### src/hw/fbsm_pkg.sv
// Package of constants and types for the fieldbus slave state machine.
`default_nettype none
package fbsm_pkg;
   // Communication states, one-hot.
   typedef enum logic [3:0] {
      ST_INIT   = 4'h1,
      ST_PREOP  = 4'h2,
      ST_SAFEOP = 4'h4,
      ST_OP     = 4'h8
   } fbsm_comm_e;

   // Drive control states, one-hot.
   typedef enum logic [8:0] {
      CS_START     = 9'h001,
      CS_NOT_READY = 9'h002,
      CS_SW_DIS    = 9'h004,
      CS_READY     = 9'h008,
      CS_SW_ON     = 9'h010,
      CS_OP_EN     = 9'h020,
      CS_QSTOP     = 9'h040,
      CS_FLT_REACT = 9'h080,
      CS_FAULT     = 9'h100
   } fbsm_ctrl_e;

   // Requested state codes on the request port.
   localparam logic [1:0] REQ_INIT   = 2'h0;
   localparam logic [1:0] REQ_PREOP  = 2'h1;
   localparam logic [1:0] REQ_SAFEOP = 2'h2;
   localparam logic [1:0] REQ_OP     = 2'h3;

   // Motion modes, as the mode-select code of the drive profile.
   localparam logic [3:0] MODE_PP  = 4'h1;
   localparam logic [3:0] MODE_PV  = 4'h3;
   localparam logic [3:0] MODE_PT  = 4'h4;
   localparam logic [3:0] MODE_HM  = 4'h6;
   localparam logic [3:0] MODE_IP  = 4'h7;
   localparam logic [3:0] MODE_CSP = 4'h8;
   localparam logic [3:0] MODE_CSV = 4'h9;
   localparam logic [3:0] MODE_CST = 4'hA;

   // PDO selection: index 0 is the remappable one, 1 to 6 fixed ones.
   localparam int         PDO_FIXED_COUNT = 6;
   localparam logic [2:0] PDO_REMAP_SEL   = 3'h0;
   localparam logic [2:0] PDO_FIXED_MAX   = 3'h6;

   // Application protocol codes; only the CAN-over-fieldbus one is served.
   localparam logic [1:0] PROTO_COE = 2'h0;

   // Reset values.
   localparam logic [3:0] MODE_RESET = 4'h0;
   localparam logic [2:0] PDO_RESET  = 3'h0;
endpackage
`default_nettype wire

### src/hw/fbsm_top.sv
// Fieldbus slave communication state machine with the drive control state machine.
// How it works
// - Four states: init, preop, safeop, op.
// - Upward steps go one level at a time.
// - Downward requests may skip levels directly.
// - Init allows only controller register access.
// - Preop serves mailbox SDO, no process data.
// - Safeop sends inputs, ignores outputs, keeps SDO.
// - Op acts on both received and sent PDOs.
// - Op still serves mailbox SDO requests.
// - PDOs cyclic; SDOs aperiodic through mailbox.
// - One remappable and six fixed PDOs each way.
// - Only the CAN-over-fieldbus protocol is accepted.
// - Eight motion profile modes are accepted.
// - Separate drive control state machine is kept.
`timescale 1ns/10ps
`default_nettype none
module fbsm_top
(
   // Clock and reset.
   input  wire logic       ref_clk,
   input  wire logic       reset,
   // State requests from the master.
   input  wire logic       state_req_valid,
   input  wire logic [1:0] state_req,
   input  wire logic       err_ack,
   input  wire logic [1:0] proto_sel,
   // Mailbox and cyclic traffic strobes.
   input  wire logic       sdo_req,
   input  wire logic       pdo_cycle,
   input  wire logic       rx_pdo_valid,
   // PDO and mode selection.
   input  wire logic [2:0] rx_pdo_sel,
   input  wire logic [2:0] tx_pdo_sel,
   input  wire logic [3:0] mode_sel,
   input  wire logic       mode_wr,
   // Drive control commands.
   input  wire logic       cmd_shutdown,
   input  wire logic       cmd_switch_on,
   input  wire logic       cmd_enable,
   input  wire logic       cmd_disable,
   input  wire logic       cmd_quick_stop,
   input  wire logic       cmd_fault_reset,
   input  wire logic       fault_in,
   input  wire logic       fault_done,
   // Status outputs.
   output logic [3:0]      comm_state,
   output logic            trans_err,
   output logic            reg_access_en,
   output logic            sdo_en,
   output logic            sdo_resp,
   output logic            tx_pdo_en,
   output logic            rx_pdo_en,
   output logic            tx_pdo_strobe,
   output logic            rx_pdo_apply,
   output logic [2:0]      rx_pdo_act,
   output logic [2:0]      tx_pdo_act,
   output logic [3:0]      mode_act,
   output logic            mode_err,
   output logic [8:0]      ctrl_state
);

   typedef struct packed {
      fbsm_pkg::fbsm_comm_e comm;
      fbsm_pkg::fbsm_ctrl_e ctrl;
      logic                 trans_err;
      logic                 sdo_resp;
      logic                 tx_strobe;
      logic                 rx_apply;
      logic [2:0]           rx_act;
      logic [2:0]           tx_act;
      logic [3:0]           mode;
      logic                 mode_err;
      logic                 acc_en;
      logic                 sdo_en;
      logic                 tx_en;
      logic                 rx_en;
   } fbsm_state_s;

   fbsm_state_s st_reg;
   fbsm_state_s st_next;
   logic        skip_up;
   logic        proto_ok;
   logic        mode_ok;

   // Next-state logic for both state machines and the data-path flags.
   always_comb
   begin
      st_next = st_reg;
      skip_up = 1'b0;
      proto_ok = (proto_sel == fbsm_pkg::PROTO_COE);
      mode_ok = 1'b0;
      st_next.sdo_resp = 1'b0;
      st_next.tx_strobe = 1'b0;
      st_next.rx_apply = 1'b0;
      if (err_ack)
      begin
         st_next.trans_err = 1'b0;
      end
      // Communication state transitions.
      if (state_req_valid)
      begin
         unique case (st_reg.comm)
            fbsm_pkg::ST_INIT:
            begin
               if (state_req == fbsm_pkg::REQ_PREOP)
               begin
                  st_next.comm = fbsm_pkg::ST_PREOP;
               end
               else if (state_req != fbsm_pkg::REQ_INIT)
               begin
                  skip_up = 1'b1;
               end
            end
            fbsm_pkg::ST_PREOP:
            begin
               if (state_req == fbsm_pkg::REQ_SAFEOP)
               begin
                  st_next.comm = fbsm_pkg::ST_SAFEOP;
               end
               else if (state_req == fbsm_pkg::REQ_INIT)
               begin
                  st_next.comm = fbsm_pkg::ST_INIT;
               end
               else if (state_req == fbsm_pkg::REQ_OP)
               begin
                  skip_up = 1'b1;
               end
            end
            fbsm_pkg::ST_SAFEOP:
            begin
               if (state_req == fbsm_pkg::REQ_OP)
               begin
                  st_next.comm = fbsm_pkg::ST_OP;
               end
               else if (state_req == fbsm_pkg::REQ_PREOP)
               begin
                  st_next.comm = fbsm_pkg::ST_PREOP;
               end
               else if (state_req == fbsm_pkg::REQ_INIT)
               begin
                  st_next.comm = fbsm_pkg::ST_INIT;
               end
            end
            fbsm_pkg::ST_OP:
            begin
               // Any lower target is taken in one step.
               unique case (state_req)
                  fbsm_pkg::REQ_INIT:   st_next.comm = fbsm_pkg::ST_INIT;
                  fbsm_pkg::REQ_PREOP:  st_next.comm = fbsm_pkg::ST_PREOP;
                  fbsm_pkg::REQ_SAFEOP: st_next.comm = fbsm_pkg::ST_SAFEOP;
                  fbsm_pkg::REQ_OP:     st_next.comm = fbsm_pkg::ST_OP;
               endcase
            end
            default:
            begin
               st_next.comm = fbsm_pkg::ST_INIT;
            end
         endcase
      end
      // A skipping upward request holds the state; the set wins over acknowledge.
      if (skip_up)
      begin
         st_next.trans_err = 1'b1;
      end
      // Mailbox SDO is answered outside init only.
      if (sdo_req && proto_ok && st_reg.comm != fbsm_pkg::ST_INIT)
      begin
         st_next.sdo_resp = 1'b1;
      end
      // Cyclic process data: inputs from safeop, outputs only in op.
      if (pdo_cycle && proto_ok)
      begin
         if (st_reg.comm == fbsm_pkg::ST_SAFEOP || st_reg.comm == fbsm_pkg::ST_OP)
         begin
            st_next.tx_strobe = 1'b1;
         end
         if (st_reg.comm == fbsm_pkg::ST_OP && rx_pdo_valid)
         begin
            st_next.rx_apply = 1'b1;
         end
      end
      // PDO choice is fixed before process data starts.
      if (st_reg.comm == fbsm_pkg::ST_PREOP)
      begin
         if (rx_pdo_sel <= fbsm_pkg::PDO_FIXED_MAX)
         begin
            st_next.rx_act = rx_pdo_sel;
         end
         if (tx_pdo_sel <= fbsm_pkg::PDO_FIXED_MAX)
         begin
            st_next.tx_act = tx_pdo_sel;
         end
      end
      // Mode selection accepts the eight supported profile modes.
      unique case (mode_sel)
         fbsm_pkg::MODE_PP, fbsm_pkg::MODE_PV, fbsm_pkg::MODE_PT,
         fbsm_pkg::MODE_HM, fbsm_pkg::MODE_IP, fbsm_pkg::MODE_CSP,
         fbsm_pkg::MODE_CSV, fbsm_pkg::MODE_CST: mode_ok = 1'b1;
         default: mode_ok = 1'b0;
      endcase
      if (mode_wr && st_reg.comm != fbsm_pkg::ST_INIT)
      begin
         st_next.mode_err = !mode_ok;
         if (mode_ok)
         begin
            st_next.mode = mode_sel;
         end
      end
      // Drive control state machine, independent of the link state.
      unique case (st_reg.ctrl)
         fbsm_pkg::CS_START:     st_next.ctrl = fbsm_pkg::CS_NOT_READY;
         fbsm_pkg::CS_NOT_READY: st_next.ctrl = fbsm_pkg::CS_SW_DIS;
         fbsm_pkg::CS_SW_DIS:
            if (cmd_shutdown) st_next.ctrl = fbsm_pkg::CS_READY;
         fbsm_pkg::CS_READY:
            if (cmd_switch_on) st_next.ctrl = fbsm_pkg::CS_SW_ON;
            else if (cmd_disable || cmd_quick_stop) st_next.ctrl = fbsm_pkg::CS_SW_DIS;
         fbsm_pkg::CS_SW_ON:
            if (cmd_enable) st_next.ctrl = fbsm_pkg::CS_OP_EN;
            else if (cmd_shutdown) st_next.ctrl = fbsm_pkg::CS_READY;
            else if (cmd_disable || cmd_quick_stop) st_next.ctrl = fbsm_pkg::CS_SW_DIS;
         fbsm_pkg::CS_OP_EN:
            if (cmd_quick_stop) st_next.ctrl = fbsm_pkg::CS_QSTOP;
            else if (cmd_disable) st_next.ctrl = fbsm_pkg::CS_SW_DIS;
            else if (cmd_shutdown) st_next.ctrl = fbsm_pkg::CS_READY;
         fbsm_pkg::CS_QSTOP:
            if (cmd_disable) st_next.ctrl = fbsm_pkg::CS_SW_DIS;
         fbsm_pkg::CS_FLT_REACT:
            if (fault_done) st_next.ctrl = fbsm_pkg::CS_FAULT;
         fbsm_pkg::CS_FAULT:
            if (cmd_fault_reset && !fault_in) st_next.ctrl = fbsm_pkg::CS_SW_DIS;
         default: st_next.ctrl = fbsm_pkg::CS_START;
      endcase
      // A fault overrides every working state.
      if (fault_in && st_reg.ctrl != fbsm_pkg::CS_FAULT && st_reg.ctrl != fbsm_pkg::CS_START)
      begin
         st_next.ctrl = fbsm_pkg::CS_FLT_REACT;
      end
      // Service enables are registered from the state being entered, so they turn with it.
      st_next.acc_en = 1'b1;
      st_next.sdo_en = (st_next.comm != fbsm_pkg::ST_INIT);
      st_next.tx_en = st_next.comm[2] | st_next.comm[3];
      st_next.rx_en = st_next.comm[3];
   end

   // State register.
   always_ff @(posedge ref_clk or posedge reset)
   begin
      if (reset)
      begin
         st_reg.comm <= fbsm_pkg::ST_INIT;
         st_reg.ctrl <= fbsm_pkg::CS_START;
         st_reg.trans_err <= 1'b0;
         st_reg.sdo_resp <= 1'b0;
         st_reg.tx_strobe <= 1'b0;
         st_reg.rx_apply <= 1'b0;
         st_reg.rx_act <= fbsm_pkg::PDO_RESET;
         st_reg.tx_act <= fbsm_pkg::PDO_RESET;
         st_reg.mode <= fbsm_pkg::MODE_RESET;
         st_reg.mode_err <= 1'b0;
         st_reg.acc_en <= 1'b0;
         st_reg.sdo_en <= 1'b0;
         st_reg.tx_en <= 1'b0;
         st_reg.rx_en <= 1'b0;
      end
      else
      begin
         st_reg <= st_next;
      end
   end

   // Outputs come straight from the state register.
   assign comm_state    = st_reg.comm;
   assign trans_err     = st_reg.trans_err;
   assign reg_access_en = st_reg.acc_en;
   assign sdo_en        = st_reg.sdo_en;
   assign tx_pdo_en     = st_reg.tx_en;
   assign rx_pdo_en     = st_reg.rx_en;
   assign sdo_resp      = st_reg.sdo_resp;
   assign tx_pdo_strobe = st_reg.tx_strobe;
   assign rx_pdo_apply  = st_reg.rx_apply;
   assign rx_pdo_act    = st_reg.rx_act;
   assign tx_pdo_act    = st_reg.tx_act;
   assign mode_act      = st_reg.mode;
   assign mode_err      = st_reg.mode_err;
   assign ctrl_state    = st_reg.ctrl;

endmodule
`default_nettype wire

### config.mk
export PLATFORM = sky130hd
export DESIGN_NAME = fbsm_top
export DESIGN_NICKNAME = d
export VERILOG_FILES = /design/src/hw/fbsm_pkg.sv /design/src/hw/fbsm_top.sv
export SDC_FILE = /design/constraint.sdc
export NUM_CORES = 1
export LEC_CHECK = 0
export ABC_AREA = 1
export BUFFER_PORTS_ARGS = -buffer_cell sky130_fd_sc_hd__buf_2
export CORE_AREA = 2 2 78 87
export CTS_BUF_LIST = sky130_fd_sc_hd__clkbuf_4
export CTS_CLUSTER_SIZE = 16
export DETAILED_ROUTE_END_ITERATION = 10
export DIE_AREA = 0 0 80 89
export GPL_TIMING_DRIVEN = 0
export HOLD_SLACK_MARGIN = 0.03
export SETUP_SLACK_MARGIN = 0.15
export SLEW_MARGIN = 20
export SYNTH_ARGS = -nofsm -noshare
export SYNTH_HDL_FRONTEND = slang
export SYNTH_SLANG_ARGS = --single-unit
### constraint.sdc
create_clock -name ref_clk -period 1.65 [get_ports ref_clk]
set_input_delay 0.33 -clock ref_clk [delete_from_list [all_inputs] [get_ports ref_clk]]
set_output_delay 0.33 -clock ref_clk [all_outputs]
set_load 0.005 [all_outputs]
# Word-level counts from Yosys, hierarchy flattened
# Memories as Yosys holds them, arrays and structs flattened.
# Index checks and enable logic that the tools add are counted.
# W data, S select, Z words.
[word_totals] regBits=32 latch_bits=0 ram_bits=0 rom_bits=16 inputBits=30 out_inout_bits=32 word_cells=94 memories=1
[op_classes] addsub=0 n_mul=0 div=0 order_cmp=2 eq_ne=23 shift=0 muxes=33 bitwise_logic=1 reduce_logical=20
[mem_list] name="(name not given)" depth=16 width=1 read_ports=1 rd_ports_with_merged_regs=0 write_ports=0 line_no="fbsm_top.sv:196" text="unique case (mode_sel)"
[op_table] op="$mux W9" count=11
[op_table] op="$pmux W9 S9" count=1
[op_table] op="$pmux W4 S4" count=2
[op_table] op="$mux W4" count=6
[op_table] op="$mux W1" count=11
[op_table] op="$eq A9 B1 Y1 const B" count=1
[op_table] op="$eq A9 B2 Y1 const B" count=1
[op_table] op="$eq A9 B3 Y1 const B" count=1
[op_table] op="$eq A9 B4 Y1 const B" count=1
[op_table] op="$eq A9 B5 Y1 const B" count=1
[op_table] op="$eq A9 B6 Y1 const B" count=1
[op_table] op="$eq A9 B7 Y1 const B" count=1
[op_table] op="$eq A9 B8 Y1 const B" count=1
[op_table] op="$eq A9 B9 Y1 const B" count=1
[op_table] op="$ne A3 B3 Y1 const B" count=3
[op_table] op="$ne A9 B1 Y1 const B" count=1
[op_table] op="$ne A9 B9 Y1 const B" count=1
[op_table] op="$logic_and A1 B1 Y1" count=8
[op_table] op="$ne A4 B1 Y1 const B" count=2
[op_table] op="$le A3 B3 Y1 const B" count=2
[op_table] op="$reduce_and A2 Y1" count=3
[op_table] op="$eq A2 B2 Y1 const B" count=2
[op_table] op="$eq A4 B1 Y1 const B" count=1
[op_table] op="$eq A4 B2 Y1 const B" count=1
[op_table] op="other kinds (11)" count=15

# Logic depth before layout (Yosys ltp)
# Gate-level depths: netlist (run 1).
[depth] depth_word=7 mapped_depth=9 ltp_nobuf=9

# Worst setup path before layout (run 1)
# OpenSTA, ideal clock, no wires.
[synth_path] path_kind="register -> register" start="register st_reg (netlist bit comm_state[2])" end="register st_reg (netlist bit rx_pdo_act[0])" setup_time_ps=125 t_arrival_ps=1327 required_time_ps=1525 slack_ps=198 path_stages_with_launch=5 path_buffers=0 synth_period_minus_slack_ps=1452 cell_sequence="dfrtp_1 -> nor2_1 -> nand3_2 -> a31oi_1 -> mux2_2"
[synth_between] elab_chain_len=2
[synth_lines] item="start, declared" line_no="fbsm_top.sv:80" text="fbsm_state_s st_reg;"
[synth_lines] item="start signal, assigned" line_no="fbsm_top.sv:269" text="st_reg <= st_next;"
[synth_lines] item="$eq A4 B2 Y1" line_no="fbsm_top.sv:184" text="if (st_reg.comm == fbsm_pkg::ST_PREOP)"
[synth_lines] item="$reduce_and A2 Y1 (no line)"
# No other way between the ends.
# A chain may end at the register's enable or synchronous reset.

# Final worst setup path (run 1)
[layout_path] start="register st_reg (netlist bit ctrl_state[7])" end="register st_reg (netlist bit ctrl_state[4])"
[layout_between] elab_chain_len=5 word_cells_on_any_way=19 cone_classes="eq/ne (14); mux (2); reduce/logical (3)"
[layout_lines] item="$ne A9 B9 Y1" line_no="fbsm_top.sv:236" text="if (fault_in && st_reg.ctrl != fbsm_pkg::CS_FAULT && st_reg.ctrl != fbsm_pkg::CS_START)"
[layout_lines] item="$logic_and A1 B1 Y1 (2 in series)" line_no="fbsm_top.sv:236"
[layout_lines] item="$ne A3 B3 Y1 (no line)"
[layout_lines] item="$reduce_and A3 Y1 (no line)"
# Parallel ways exist; a longest one is shown, timed or not.

==> flow_summary.ini, run 1 <==
[outcome]
status = finished, final reports clean

[cts]
clock_path_buffers = 2
clockRootBuffer = clkbuf_4
cts_tree = done
cts_hold_buf = 0
clkLatencyLatePin_ps = 320
cts_buffers = 5
cts-htree-levels = 2
clkTransAtPathRegs_ps = 100
cts.sinks = 31

[critical_path]
slowest_delay_ps = 460
cp-start-kind = flip-flop
crit_chain = nor2_4 > nand2_4 > nor2_4 > nand2_4 > nand3_4 > inv_2 > nor2_4 > nand2_4 > nor2_1
endpoint_kind = flip-flop
arrival_ps = 1740
crit_required_ps = 1900
critPathBufInv = 1
critPathSlowestCell = dfrtp_2
crit_path_max_fanout = 4
critPathKind = flip-flop to flip-flop
cp_top_family = simple AND/OR/NAND/NOR gates

[layout]
drive_gt1_frac = 0.436
syn2layout_area_growth_pct = 40.6
antenna_cells = 0
final_cell_area_um2 = 2570
layout.nets = 359
multi_input_area_um2 = 1060
fillerInstances = 639
ff_latch_area_um2 = 788
final_util = 0.417

[floorplan]
initial_core_util = 0.297
design.core.area_um2 = 6160
num_rows = 30
ios = 62
die_h_um = 89
die_x_um = 80
die_area_um2 = 7120

[synthesis]
synthFlopType = dfrtp_1
async_reset_ff_frac = 1.00
ys_seq_area_frac = 0.426
syn_avg_cell_area_um2 = 7.25
netlist_area_um2 = 1830
syn_nets = 282
synth_edf_count = 0
netlist.area_leader.share = 0.397
synth.most_common_cell = nand2_1
synth_warnings = 0
synth-seq-cells = 31
synthesis.instances = 252
synth.area.top_cells = dfrtp_1, nand2_1, inv_1
ys_types = 26
yosysTopAreaCell = dfrtp_1
ys_top_cells_by_count = nand2_1, inv_1, nor2_1

[detailed_routing]
wl_per_cell_um = 11.4
drc = 0
drt_iter0_markers = 46
drt_wl_total_mm = 4.67
ant_nets = 0
dr.pass1.iters = 4
vias_per_cell = 4.53
vias = 1856

[global_routing]
antenna_found_initial = 0
grt_overflow = 0
gr-usage-all-layers = 0.131
grt_pass1_vias = 1748
grt_pass1_wl_mm = 7.36
grt_max_degree = 32

[sta]
hold-worst-slack_ps = 82.5
setup_viol = 0
period_minus_slack_ps = 1500
worst_slew_pin_slew_ps = 641
rsz0062_at_grt = true
slew_headroom = 0.572
period_share = 0.906
skew_ps = 10.7
finalHoldViolations = 0
fin_setup_tns_ps = 0
fmax_mhz = 669
drv_slew = 0

[place]
place_congestion = 0.857
numPortBuffers = 61
dpl_cell_area_um2 = 2230
dpl.hpwl_mm = 3.46

[pwr]
leakage_nw = 1.42
irDropWorstVdd_mv = 0.616
power_density_nw_per_um2 = 1300

[hold_path]
hold_path.class = input pin to asynchronous set/reset pin

[run]
drv_cap = 0
-- cells in the final DEF (no fill, tap or decap), drive strengths merged --
cell / instances
buf: 71
nand2: 60
nor2: 46
inv: 45
dfrtp: 29
nand3: 29
o21ai: 11
a21oi: 10
mux2: 6
clkbuf: 6
nand4: 4
a31oi: 3
clkinv: 2
dfstp: 2
xnor2: 1
or2: 1
and3: 1
nor3: 1
o21bai: 1
conb: 1
-- worst register-to-register path, stage by stage (launching register included) --
cell	delay, ps
dfrtp_2	460
nor2_4	170
nand2_4	90
nor2_4	160
nand2_4	80
nand3_4	80
inv_2	50
nor2_4	170
nand2_4	80
nor2_1	90
-- through the flow --
step	setup slack, ps	std cells	power, mW
after CTS	153	402	3.01
after detailed placement	30.1	393	2.52
after global routing	52.4	410	3.66
final	155	410	3.35
after floorplan	198	252	2.05
after global placement	25.5	393	2.50
-- sequential cells by signal (all words and copies together), names as in the netlist --
register	flops
ctrl_state	9
comm_state	4
mode_act	4
rx_pdo_act	3
tx_pdo_act	3
mode_err	1
reg_access_en	1
rx_pdo_apply	1
sdo_en	1
sdo_resp	1
trans_err	1
tx_pdo_en	1
tx_pdo_strobe	1
-- final timing paths --
kind | start | endpoint | slack [ps] | cells past startpoint
max in group asynchronous | reset | ctrl_state[8]$_DFFE_PP0P_ | 1100 | 2
worst min-delay path | reset | mode_act[3]$_DFFE_PP0P_ | 80 | 2
worst max register to register | ctrl_state[7]$_DFFE_PP0P_ | ctrl_state[4]$_DFFE_PP0P_ | 150 | 9
worst max-delay path | ctrl_state[7]$_DFFE_PP0P_ | ctrl_state[4]$_DFFE_PP0P_ | 150 | 9
min in group ref_clk | err_ack | trans_err$_DFFE_PP0P_ | 180 | 2
worst min register to register | mode_act[1]$_DFFE_PP0P_ | mode_act[1]$_DFFE_PP0P_ | 480 | 2
-- area by class of cell --
class	instances	share of cell area
multi-input cells	175	0.413
flip-flops and latches	31	0.307
repair buffers	70	0.150
inverters	45	0.0677
well taps	80	0.0389
clock buffers	6	0.0175
clock inverters	2	0.00292
plain buffers	1	0.00292
-- where the power goes --
group | internal [mW] | switching (mW) | total, mW | leakage (nW)
logic | 0.735 | 1.01 | 1.75 | 1.01
clock network | 0.174 | 0.245 | 0.419 | 0.0307
registers | 1.00 | 0.174 | 1.18 | 0.383
-- kinds of logic (layout without fill, tap and decap cells) --
| logic type | after synthesis | after routing | synth area share |
|---|---|---|---|
| flip-flops | 31 | 31 | 0.426 |
| XOR/XNOR | 1 | 1 | 0.00479 |
| other | 1 | 1 | 0.00205 |
| multiplexers | 6 | 6 | 0.0370 |
| buffers and inverters | 46 | 124 | 0.0965 |
| AND/OR/NAND/NOR | 142 | 142 | 0.360 |
| AO/OA/AOI/OAI | 25 | 25 | 0.0739 |
-- routing by layer --
metal | track usage | wire length [um] | vias to the layer above
met4 | 0.0570 | 80 | 0
met1 | 0.153 | 1960 | 851
li1 | - | - | 949
met3 | 0.0354 | 264 | 8
met2 | 0.228 | 2360 | 48
met5 | 0 | 0 | -
-- what timing repair did --
item / CTS / global route
pin swaps: 2 / 18
setup endpoints to repair: 12 / 19
setup buffers: 1 / 8
gates cloned: 0 / 0
resized for setup: 10 / 48
No activity file was read; power rests on OpenSTA's default activity.
==> run 2: changes to the inputs <==
Clock period 1.65 ns to 1.3 ns, I/O delays scaled along.
==> flow_summary.ini, run 2 (synthesis gave the netlist of run 1 again) <==
[outcome]
status = complete, but fails checks
violations = negative setup slack

[layout]
final_util = 0.482
syn2layout_area_growth_pct = 62.4
largest_reg_flops = 9
antenna_cells = 0
layout_common_cells = buf_2, nand2_1, inv_1, nor2_1, buf_6
drive_gt1_frac = 0.508
final_cell_area_um2 = 2970
final_common_cell = buf_2
layout.nets = 383

[critical_path]
r2r_start = ctrl_state[0]$_DFFE_PP1P_
critPathKind = flip-flop to flip-flop
cp-start-kind = flip-flop
crit_required_ps = 1520
arrival_ps = 1690
crit_path_max_fanout = 5
reg2reg_to = ctrl_state[5]$_DFFE_PP0P_
endpoint_kind = flip-flop
critPathSlowestCell = dfstp_2
rr_worst_depth = 9
slowest_delay_ps = 590
r2r_slack_ps = -170
crit_chain = nor2_4 > nand2_4 > inv_4 > nand2_2 > nand2_2 > nor2_2 > nand3_4 > nand2_4 > nor2_2

[pwr]
leakage_nw = 1.58
power_density_nw_per_um2 = 1680
p_total_mw = 4.99
irDropWorstVdd_mv = 1.21

[sta]
fin_setup_tns_ps = -2660
finalWorstSetupSlack_ps = -175
finalHoldViolations = 0
fmax_mhz = 678
rsz0062_at_grt = true
worst_slew_pin_slew_ps = 551
period_share = 1.13
setup_viol = 25
skew_ps = 10.4
drv_slew = 0
slew_headroom = 0.632
period_minus_slack_ps = 1470

[place]
pre_cts_slack_ps = -235
place_congestion = 0.849
dpl.hpwl_mm = 3.65
dpl_cell_area_um2 = 2280
numPortBuffers = 61

[hold_path]
hold_depth = 2
whs_endpoint = trans_err$_DFFE_PP0P_
holdCritStartpoint = err_ack
hold_path.class = input pin to flip-flop

[global_routing]
gr-usage-all-layers = 0.154
grt_max_degree = 32
grt_pass1_wl_mm = 8.69
grt_pass1_vias = 1911
antenna_found_initial = 0
grt_overflow = 0

[detailed_routing]
vias = 1981
wl_per_cell_um = 12.5
drc = 0
ant_nets = 0
drt_wl_total_mm = 5.41
vias_per_cell = 4.56
drt_iter0_markers = 55
dr.pass1.iters = 4

[run]
drv_cap = 0

[cts]
clkTransAtPathRegs_ps = 110
cts.sinks = 31
clkLatencyLatePin_ps = 330
cts_tree = done
clockRootBuffer = clkbuf_4
clock_path_buffers = 2
cts-htree-levels = 2
cts_buffers = 5

[floorplan]
die_area_um2 = 7120
ios = 62
initial_core_util = 0.297
num_rows = 30
die_x_um = 80
die_h_um = 89
design.core.area_um2 = 6160
[run 2: cell types whose count changed in the layout (fill, tap and decap cells not counted), moves of 3 or more]
cell	change
nand3_4	+4
nand2_2	+7
buf_4	+9
mux2_2	-6
o21ai_0	-3
a21oi_4	+3
buf_2	-7
nand2_4	-3
o21ai_1	+4
nand2_1	-4
nand3_1	-3
mux2_4	+6
buf_6	+21
[run 2: final cells by class]
type | instances | area (um^2)
Multi-Input combinational cell | 175 | 1150
Buffer | 1 | 11.3
Tap cell | 80 | 100
Sequential cell | 31 | 790
Clock buffer | 5 | 37.5
Inverter | 45 | 175
Clock inverter | 3 | 38.8
Fill cell | 609 | 3190
Timing Repair Buffer | 94 | 662
[run 2: worst max path at each step]
| stage | end | start | slack [ps] | depth (start not counted) |
|---|---|---|---|---|
| floorplan | rx_pdo_act[0]$_DFFE_PP0P_ | comm_state[2]$_DFF_PP0_ | -70 | 4 |
| global placement | ctrl_state[6]$_DFFE_PP0P_ | reset | -270 | 2 |
| detailed placement | tx_pdo_act[2]$_DFFE_PP0P_ | comm_state[2]$_DFF_PP0_ | -230 | 4 |
| CTS | ctrl_state[5]$_DFFE_PP0P_ | ctrl_state[5]$_DFFE_PP0P_ | -170 | 9 |
| global route | ctrl_state[5]$_DFFE_PP0P_ | ctrl_state[0]$_DFFE_PP1P_ | -260 | 9 |
| finish | ctrl_state[5]$_DFFE_PP0P_ | ctrl_state[0]$_DFFE_PP1P_ | -170 | 9 |
[run 2: repair_timing]
| action | CTS | global route |
|---|---|---|
| hold buffers | 1 | 0 |
| pin swaps | 20 | 14 |
| endpoints found under the setup margin | 42 | 60 |
| hold endpoints to repair | 17 | 0 |
| resized for setup | 60 | 33 |
| buffers inserted | 23 | 9 |
[run 2: report_power, final]
group | total, mW | switching, mW | internal [mW]
logic | 2.74 | 1.44 | 1.31
clock network | 0.751 | 0.355 | 0.396
registers | 1.50 | 0.224 | 1.27
[run 2: stage by stage]
| stage | hold WS (ps) | std cells |
|---|---|---|
| detailed placement | 407 | 393 |
| floorplan | 356 | 252 |
| global placement | 442 | 393 |
| global route | 72.4 | 434 |
| finish | 92.8 | 434 |
| CTS | 78.6 | 425 |
[run 2: per-layer routing]
layer | wire length (um) | vias up | global-route usage
met5 | 0 | - | 0
met4 | 28 | 0 | 0.0339
met3 | 358 | 4 | 0.0384
met2 | 2760 | 59 | 0.278
met1 | 2260 | 923 | 0.187
li1 | - | 995 | -
[run 2: critical path, delay by kind of cell, from the launching register on]
family                 cells  cell delay, ps
buffers and inverters      1              60
flip-flops                 1             590
AND/OR/NAND/NOR            8             710
==> run 3: changes to the inputs <==
Settings changed: SETUP_SLACK_MARGIN 0.15 to 0.1.
==> flow_summary.ini, run 3 (synthesis gave the netlist of run 1 again) <==
[sta]
setup_viol = 23
skew_ps = 12.7
fin_setup_tns_ps = -2990
worst_slew_pin_slew_ps = 652
finalWorstSetupSlack_ps = -194
hold-worst-slack_ps = 12.3
slew_headroom = 0.565
period_minus_slack_ps = 1490
fmax_mhz = 669
period_share = 1.15
drv_slew = 0
finalHoldViolations = 0
rsz0062_at_grt = true

[critical_path]
crit_path_max_fanout = 5
slowest_delay_ps = 580
critPathSlowestCell = dfstp_2
crit_chain = nor2_4 > nand2_4 > nor2_4 > nand2_2 > nand2_1 > nor2_2 > nand3_4 > nand2_4 > nor2_1
arrival_ps = 1720
endpoint_kind = flip-flop
cp-start-kind = flip-flop
crit_required_ps = 1520
critPathKind = flip-flop to flip-flop

[detailed_routing]
dr.pass1.iters = 4
drc = 0
vias = 2045
wl_per_cell_um = 12.6
drt_wl_total_mm = 5.48
vias_per_cell = 4.71
ant_nets = 0
drt_iter0_markers = 66

[cts]
cts_hold_buf = 0
cts_buffers = 5
cts_tree = done
clkLatencyLatePin_ps = 320
clkTransAtPathRegs_ps = 100
cts-htree-levels = 2
clock_path_buffers = 2
cts.sinks = 31
clockRootBuffer = clkbuf_4

[hold_path]
hold_path.class = input pin to asynchronous set/reset pin

[global_routing]
grt_overflow = 0
gr-usage-all-layers = 0.147
antenna_found_initial = 0
grt_pass1_vias = 1835
grt_max_degree = 32
grt_pass1_wl_mm = 8.16

[pwr]
p_total_mw = 4.99
irDropWorstVdd_mv = 0.869
leakage_nw = 1.60
power_density_nw_per_um2 = 1660

[floorplan]
ios = 62
die_area_um2 = 7120
design.core.area_um2 = 6160
die_h_um = 89
die_x_um = 80
initial_core_util = 0.297
num_rows = 30

[place]
place_congestion = 0.858
numPortBuffers = 61
dpl.hpwl_mm = 3.59

[layout]
syn2layout_area_growth_pct = 65.0
layout_common_cells = buf_2, nand2_1, inv_1, buf_6, nor2_1
final_common_cell = buf_2
largest_reg_flops = 9
final_util = 0.490
layout.nets = 383
drive_gt1_frac = 0.531
antenna_cells = 0

[outcome]
violations = negative setup slack
status = complete, but fails checks

[run]
drv_cap = 0
==> run 3: cell types whose count changed in the layout (fill, tap and decap cells not counted), moves of 3 or more <==
cell,change
a21oi_2,+3
o21ai_2,+3
o21ai_1,-3
buf_6,+3
buf_2,-3
nand2_4,+3
==> run 3: routing by layer <==
layer  track usage  vias to the layer above  share of wire
li1              -                      991              -
met1         0.181                      972           0.41
met2         0.254                       76           0.51
met3        0.0374                        6          0.066
met4        0.0493                        0         0.0089
met5             0                        -              0
==> run 3: worst max-delay path, delay by kind of cell, from the launching register on <==
kind	cells	cell delay, ps
flip-flops	1	580
AND/OR/NAND/NOR	9	820
==> run 3: stage by stage <==
stage,instance area [um^2],instances,setup WS (ps)
2_1_floorplan,1870,252,-73.2
3_3_place_gp,2270,393,-241
3_5_place_dp,2270,393,-253
4_1_cts,2750,426,-162
5_1_grt,3020,434,-270
6_report,3020,434,-194
==> run 3: repair_timing <==
item / CTS / global route
gates cloned: 0 / 0
gates resized for setup: 57 / 56
pin swaps: 13 / 25
endpoints found under the setup margin: 38 / 42
setup buffers: 27 / 11
==> run 3: final timing paths <==
path	endpoint	startpoint	depth (start not counted)	slack, ps
worst max-delay path	ctrl_state[5]$_DFFE_PP0P_	ctrl_state[0]$_DFFE_PP1P_	9	-190
worst min-delay path	ctrl_state[2]$_DFFE_PP0P_	reset	2	10
worst min register to register	mode_act[2]$_DFFE_PP0P_	mode_act[2]$_DFFE_PP0P_	2	480
worst max register to register	ctrl_state[5]$_DFFE_PP0P_	ctrl_state[0]$_DFFE_PP1P_	9	-190
min in group ref_clk	trans_err$_DFFE_PP0P_	err_ack	2	120
max in group asynchronous	comm_state[3]$_DFF_PP0_	reset	2	810
==> run 3: area by class of cell <==
| type | instances | area, um^2 |
|---|---|---|
| Buffer | 1 | 11.3 |
| Clock buffer | 6 | 45.0 |
| Clock inverter | 2 | 7.51 |
| Fill cell | 632 | 3140 |
| Inverter | 45 | 179 |
| Multi-Input combinational cell | 175 | 1190 |
| Sequential cell | 31 | 790 |
| Tap cell | 80 | 100 |
| Timing Repair Buffer | 94 | 691 |
==> run 3: power breakdown <==
part	internal, mW	switching, mW
Combinational	1.40	1.53
Clock	0.221	0.316
Sequential	1.27	0.249
Total	2.90	2.10
